**src/rtl/irc_pkg.sv**
```systemverilog
// Purpose: Shared constants for the infrared codec enable and power control.
// Assumes: One 100 MHz oscillator clock drives the whole block.
// Notes:   Cycle counts are derived from times where a time is given.
package irc_pkg;
  localparam int          CLK_PERIOD_NS   = 10;
  // Wake-up delay in oscillator periods.
  localparam int          WAKE_TOSC       = 1000;
  localparam int          WAKE_CYCLES     = WAKE_TOSC;
  localparam int          WAKE_W          = 10;
  // Bit time in bit-subclock periods and the encoded pulse window.
  localparam logic [3:0]  SUBS_LAST       = 4'hf;
  localparam logic [3:0]  PULSE_START     = 4'h7;
  localparam logic [3:0]  PULSE_END       = 4'ha;
  localparam logic [3:0]  RX_LOW_SUBS     = 4'h3;
  // Subclock at which the transmit level of the current bit is taken.
  localparam logic [3:0]  TX_SAMPLE_SUB   = 4'h3;
  // Oscillator cycles per bit subclock, less one; a fixed constant.
  localparam logic [7:0]  SUBCLK_DIV_LAST = 8'h2f;
  localparam logic [3:0]  FRAME_BITS      = 4'ha;
  localparam logic [WAKE_W-1:0] WAKE_LAST =
    WAKE_W'(WAKE_CYCLES - 1);

  typedef enum logic [1:0] {
    IRC_OFF  = 2'b00,
    IRC_WAKE = 2'b01,
    IRC_RUN  = 2'b10
  } irc_pwr_t;
endpackage

```
**src/rtl/irc_power_codec.sv**
```systemverilog
// Purpose: Enable control, wake-up delay and bit timing of an infrared codec.
// Assumes: Enable, transmit and pulse inputs are asynchronous and pass two flip-flops first.
// Notes:   One direction is active at a time, as the link is half duplex.
`timescale 1ns/1ns
`default_nettype none
module irc_power_codec
  import irc_pkg::*;
(
  // Clock and reset
  input  wire logic clk_in,
  input  wire logic resetn_in,
  // Controller side
  input  wire logic enable_in,
  input  wire logic uart_tx_in,
  output var  logic uart_rx_out,
  // Transceiver side
  input  wire logic ir_pulse_in,
  output var  logic ir_pulse_out,
  // Status
  output var  logic ready_out
);

  // Synchroniser stages for enable, transmit line and pulse input.
  logic [2:0]        meta_q;
  logic [2:0]        meta_d;
  logic [2:0]        sync_q;
  logic [2:0]        sync_d;
  // Power state and wake-up counter.
  irc_pwr_t          pwr_q;
  irc_pwr_t          pwr_d;
  logic [WAKE_W-1:0] wake_q;
  logic [WAKE_W-1:0] wake_d;
  // Bit timing: oscillator divider, subclock and bit counters.
  logic [7:0]        div_q;
  logic [7:0]        div_d;
  logic [3:0]        sub_q;
  logic [3:0]        sub_d;
  logic [3:0]        bit_q;
  logic [3:0]        bit_d;
  // Direction of the frame in flight.
  logic              tx_act_q;
  logic              tx_act_d;
  logic              rx_act_q;
  logic              rx_act_d;
  // Level of the current bit in each direction.
  logic              txval_q;
  logic              txval_d;
  logic              rxlow_q;
  logic              rxlow_d;
  // Registered outputs.
  logic              irout_q;
  logic              irout_d;
  logic              rxout_q;
  logic              rxout_d;
  // Synchronised inputs and timing strobes.
  logic              en_s;
  logic              tx_s;
  logic              ir_s;
  logic              run;
  logic              tick;
  logic              bit_end;

  // True while a subclock count lies in the half-open window lo to hi.
  function automatic logic in_window(input logic [3:0] s,
                                     input logic [3:0] lo,
                                     input logic [3:0] hi);
    return (s >= lo) && (s < hi);
  endfunction

  assign en_s = sync_q[0];
  assign tx_s = sync_q[1];
  assign ir_s = sync_q[2];
  assign run  = (pwr_q == IRC_RUN);
  assign tick = (div_q == SUBCLK_DIV_LAST);
  assign bit_end = tick && (sub_q == SUBS_LAST);

  // Two-stage synchronisers; the first stage feeds only the second.
  always_comb begin
    meta_d = {ir_pulse_in, uart_tx_in, enable_in};
    sync_d = meta_q;
  end

  // Power state machine.
  always_comb begin
    pwr_d  = pwr_q;
    wake_d = wake_q;
    case (pwr_q)
      IRC_OFF: begin
        wake_d = '0;
        if (en_s) begin
          pwr_d = IRC_WAKE;
        end
      end
      IRC_WAKE: begin
        if (!en_s) begin
          pwr_d = IRC_OFF;
        end else if (wake_q == WAKE_LAST) begin
          pwr_d = IRC_RUN;
        end else begin
          wake_d = wake_q + 1'b1;
        end
      end
      IRC_RUN: begin
        if (!en_s) begin
          pwr_d = IRC_OFF;
        end
      end
      default: begin
        pwr_d = IRC_OFF;
      end
    endcase
  end

  // Codec timing. The subclock restarts on the first detected start edge,
  // so only that edge carries sampling jitter; later bits are counted.
  always_comb begin
    div_d    = div_q;
    sub_d    = sub_q;
    bit_d    = bit_q;
    tx_act_d = tx_act_q;
    rx_act_d = rx_act_q;
    txval_d  = txval_q;
    rxlow_d  = rxlow_q;
    irout_d  = 1'b0;
    rxout_d  = 1'b1;
    if (!run) begin
      // Everything idles and inputs are ignored.
      div_d    = '0;
      sub_d    = '0;
      bit_d    = '0;
      tx_act_d = 1'b0;
      rx_act_d = 1'b0;
    end else if (!tx_act_q && !rx_act_q) begin
      div_d = '0;
      sub_d = '0;
      bit_d = '0;
      if (!tx_s) begin
        tx_act_d = 1'b1;
        txval_d  = 1'b0;
      end else if (ir_s) begin
        rx_act_d = 1'b1;
        rxlow_d  = 1'b1;
      end
    end else begin
      div_d = tick ? 8'h00 : div_q + 8'h01;
      if (tick) begin
        sub_d = sub_q + 4'h1;
      end
      if (tx_act_q) begin
        // Pulse high for three subclocks of a zero bit.
        irout_d = !txval_q && in_window(sub_q, PULSE_START, PULSE_END);
        // The level is taken early in the bit, well before the pulse
        // window, so each bit encodes its own input level.
        if (tick && (sub_q == TX_SAMPLE_SUB)) begin
          txval_d = tx_s;
        end
      end else begin
        rxout_d = !rxlow_q;
        // A pulse anywhere in the first subclocks marks the bit zero; the
        // level is cleared at each bit end, so later bits share one grid.
        if (in_window(sub_q, 4'h0, RX_LOW_SUBS) && ir_s) begin
          rxlow_d = 1'b1;
        end
        if (bit_end) begin
          rxlow_d = 1'b0;
        end
      end
      if (bit_end) begin
        bit_d = bit_q + 4'h1;
        if (bit_q == FRAME_BITS - 4'h1) begin
          tx_act_d = 1'b0;
          rx_act_d = 1'b0;
          bit_d    = '0;
        end
      end
    end
  end

  always_ff @(posedge clk_in or negedge resetn_in) begin
    if (!resetn_in) begin
      meta_q   <= 3'h6;
      sync_q   <= 3'h6;
      pwr_q    <= IRC_OFF;
      wake_q   <= '0;
      div_q    <= 8'h00;
      sub_q    <= 4'h0;
      bit_q    <= 4'h0;
      tx_act_q <= 1'b0;
      rx_act_q <= 1'b0;
      txval_q  <= 1'b1;
      rxlow_q  <= 1'b0;
      irout_q  <= 1'b0;
      rxout_q  <= 1'b1;
    end else begin
      meta_q   <= meta_d;
      sync_q   <= sync_d;
      pwr_q    <= pwr_d;
      wake_q   <= wake_d;
      div_q    <= div_d;
      sub_q    <= sub_d;
      bit_q    <= bit_d;
      tx_act_q <= tx_act_d;
      rx_act_q <= rx_act_d;
      txval_q  <= txval_d;
      rxlow_q  <= rxlow_d;
      irout_q  <= irout_d;
      rxout_q  <= rxout_d;
    end
  end

  assign ir_pulse_out = irout_q;
  assign uart_rx_out  = rxout_q;
  assign ready_out    = run;

endmodule
`default_nettype wire
```
**config.mk**
```make
export PLATFORM = sky130hd
export DESIGN_NAME = irc_power_codec
export DESIGN_NICKNAME = d
export VERILOG_FILES = /design/src/rtl/irc_pkg.sv /design/src/rtl/irc_power_codec.sv
export SDC_FILE = /design/constraint.sdc
export NUM_CORES = 1
export LEC_CHECK = 0
export BUFFER_PORTS_ARGS = -buffer_cell sky130_fd_sc_hd__buf_2
export CAP_MARGIN = 20
export CORE_UTILIZATION = 46
export DETAILED_ROUTE_END_ITERATION = 10
export PLACE_DENSITY = 0.73
export SETUP_SLACK_MARGIN = 0.05
export SYNTH_ARGS = -nofsm -noshare
export SYNTH_HDL_FRONTEND = slang
export SYNTH_SLANG_ARGS = --single-unit
```
**constraint.sdc**
```tcl
create_clock -name clk_in -period 3.14 [get_ports clk_in]
set_clock_uncertainty 0.15 [all_clocks]
set_input_delay 0 -clock clk_in [delete_from_list [all_inputs] [get_ports clk_in]]
set_output_delay 0 -clock clk_in [all_outputs]
set_load 0.05 [all_outputs]
```
==> impl_metrics.env <==
export IMPL_outcome="completed"
export IMPL_cts_max_level=2
export IMPL_max_stage_delay_ns=0.47
export IMPL_fillers=340
export IMPL_synthAdderAreaFrac=0.03253
export IMPL_dp_hpwl_um=2241
export IMPL_grt_util_all_layers=0.1744
export IMPL_synth_mux_area_frac=0.03904
export IMPL_p_seq_frac=0.470
export IMPL_grt_setup_unrepaired="no"
export IMPL_core_area_mm2=0.004000
export IMPL_tritoncts="built"
export IMPL_drt_iter0_drc=57
export IMPL_final_max_slew_viol_count=0
export IMPL_holdPathStages=2
export IMPL_power_leakage_nw=0.9210
export IMPL_synthArstFlopShare=1.000
export IMPL_crit_required_ns=3.18
export IMPL_ys_warn_count=0
export IMPL_finalHoldViolations=0
export IMPL_cp_end_kind="register"
export IMPL_drt_total_wl_um=3307
export IMPL_io_pins=8
export IMPL_die_height_um=66.66
export IMPL_ys_seq_elements=40
export IMPL_clk_latency_ns=0.29
export IMPL_post_route_period_util=0.6585
export IMPL_syn_area_mm2=0.001923
export IMPL_wl_per_cell_um=13.12
export IMPL_tns_ns=0
export IMPL_dpl_instance_area_mm2=0.001991
export IMPL_p_int_uw=930.0
export IMPL_reg2regPathDepth=5
export IMPL_slew_headroom=0.4371
export IMPL_fmax_ghz=0.4836
export IMPL_drive_gt1_frac=0.1436
export IMPL_fin_nets=211
export IMPL_ant_nets=0
export IMPL_syn_instance_count=189
export IMPL_synth_top_family_by_area="simple AND/OR/NAND/NOR gates"
export IMPL_grt_pass1_vias=1275
export IMPL_grt_pass1_wl_um=5637
export IMPL_grt_max_degree=41
export IMPL_fin_crit_ns=2.068
export IMPL_cp_arrival_ns=2.10
export IMPL_viasPerCell=5.421
export IMPL_synth_distinct_cells=43
export IMPL_p_sw_uw=201.2
export IMPL_grt_antenna_before_repair=0
export IMPL_comb_power_share=0.021
export IMPL_max_cap_violations=0
export IMPL_cp_start_kind="register"
export IMPL_avgSynthCellArea_um2=10.18
export IMPL_dieArea_mm2=0.004443
export IMPL_ys_seq_area_frac=0.5244
export IMPL_antennaDiodeCount=0
export IMPL_path_delay_family="simple AND/OR/NAND/NOR gates"
export IMPL_cpMaxStageDelayCell="nor3_4"
export IMPL_die_width_um=66.66
export IMPL_first_pass_iters=4
export IMPL_start_util=0.4808
export IMPL_final_cell_area_mm2=0.002190
export IMPL_grt_ovfl_total=0
export IMPL_post_cts_setup_buffers=0
export IMPL_clkPwrFrac=0.510
export IMPL_synth_compound_area_share=0.1217
export IMPL_syn_nets=199
export IMPL_synth_edff_count=0
export IMPL_cp_buffers_inverters=0
export IMPL_switching_share=0.1779
export IMPL_tightest_slew_ns=0.8443
export IMPL_drc=0
export IMPL_synth_ff_type="dfrtp_1"
export IMPL_critPathKind="register to register"
export IMPL_io_buffers=7
export IMPL_cts_made_buffers=5
export IMPL_synth_xor_xnor_area_share=0.04099
export IMPL_r2r_slack_ns=1.07
export IMPL_gp_congestion=0.7611
export IMPL_cp_num_cells=5
export IMPL_clock_root_buffer="clkbuf_8"
export IMPL_dr_total_vias=1366
export IMPL_area_growth_pct=13.86
export IMPL_cts_sinks=40
export IMPL_cts_buffer_depth=2
export IMPL_cp_max_fo=8
export IMPL_ir_drop_v=0.0003525
export IMPL_crit_chain="ha_1, nand4_1, nor3_4, o21ai_2, a32o_1"
export IMPL_power_density_mw_per_mm2=516.6
export IMPL_hp_class="input pin to register"
export IMPL_clk_pin_slew_ns=0.08
export IMPL_setup_viol=0
export IMPL_num_rows=23
export IMPL_synth_simple_area_share=0.2101
power groups by stage:
stage / clock [mW] / combinational [mW] / sequential [mW]
2_1_floorplan: 0 / 0.00843 / 0.538
3_3_place_gp: 0 / 0.0204 / 0.541
3_5_place_dp: 0 / 0.0205 / 0.541
4_1_cts: 0.590 / 0.0244 / 0.531
5_1_grt: 0.608 / 0.0276 / 0.532
6_report: 0.577 / 0.0233 / 0.531
cells in the final DEF, fill, tap and decap left out, types with 4 or more instances in the layout:
cell type      Yosys  final
inv_1              8      8
ha_1               5      5
xnor2_1            6      6
dfrtp_1           34     34
dfstp_2            6      6
nand2_1           17     17
a21oi_1            5      5
a31oi_1            4      4
o21ai_0            6      6
nand3_1           11     11
dlygate4sd3_1      0      4
mux2_2             4      4
nor3_1            10     10
nor2_1            22     22
clkbuf_8           0      5
a22o_1             6      6
nand4_1            4      4
buf_2              0      7
final timing paths:
| kind | start | endpoint |
|---|---|---|
| worst max-delay path | div_q[0] | bit_q[3] |
| max in group asynchronous | resetn_in | rx_act_q |
| worst max register to register | div_q[0] | bit_q[3] |
| min in group asynchronous | resetn_in | bit_q[2] |
| worst min-delay path | enable_in | meta_q[0] |
| worst min register to register | meta_q[0] | sync_q[0] |
synthesized netlist by cell type, types with 2 or more instances:
cell type	n	area [um^2]
a21oi_1	5	25.02
a22o_1	6	52.55
a31oi_1	4	25.02
and2_1	3	18.77
and3_1	2	12.51
clkbuf_1	5	18.77
dfrtp_1	34	850.8
dfstp_2	6	157.7
ha_1	5	62.56
inv_1	8	30.03
mux2_2	4	45.04
mux2i_1	3	30.03
nand2_1	17	63.81
nand3_1	11	55.05
nand4_1	4	25.02
nor2_1	22	82.58
nor3_1	10	50.05
o21ai_0	6	30.03
o22ai_1	2	12.51
o311ai_0	2	17.52
xnor2_1	6	52.55
xor2_1	3	26.28
per-stage QoR:
step	power [mW]	instances	worst slack, ns	utilization	hold slack (ns)
finish	1.131	252	1.072	0.5474	0.1935
global placement	0.5614	240	1.118	0.4977	-0.04470
CTS	1.146	252	1.044	0.5474	0.1807
global route	1.168	252	0.8803	0.5474	0.1884
detailed placement	0.5618	240	1.065	0.4977	-0.04280
floorplan	0.5465	189	1.310	-	-0.4456
per-layer routing:
| layer | global-route usage | share of wire | up-vias |
|---|---|---|---|
| li1 | - | - | 698 |
| met1 | 0.2283 | 0.51 | 651 |
| met2 | 0.2601 | 0.45 | 15 |
| met3 | 0.05137 | 0.029 | 2 |
| met4 | 0.08777 | 0.0057 | 0 |
| met5 | 0 | 0 | - |
repair_timing:
action                                 in CTS  in global routing
gates resized for setup                     0                  0
endpoints found under the hold margin      37                  0
hold buffers                                4                  0
flip-flops by register name, indices dropped and copies added (netlist names):
register	flops
sub_q	4
uart_rx_out	1
pwr_q	2
txval_q	1
bit_q	4
meta_q	3
sync_q	3
wake_q	10
div_q	8
rx_act_q	1
ir_pulse_out	1
tx_act_q	1
rxlow_q	1
cells by family after synthesis:
group / after synthesis
simple gates: 80
xor+xnor: 9
flops: 40
buf+inv: 14
mux: 7
compound gates: 34
fa+ha+maj: 5
area by class of cell:
class	count	area, um^2	share of cell area
clock inverters	3	90.09	0.04114
clock buffers	5	68.82	0.03143
inverters	8	30.03	0.01371
flip-flops and latches	40	1008	0.4606
well taps	50	62.56	0.02857
repair buffers	11	75.07	0.03429
multi-input cells	135	854.6	0.3903
Power figures use the tool's default switching activity.
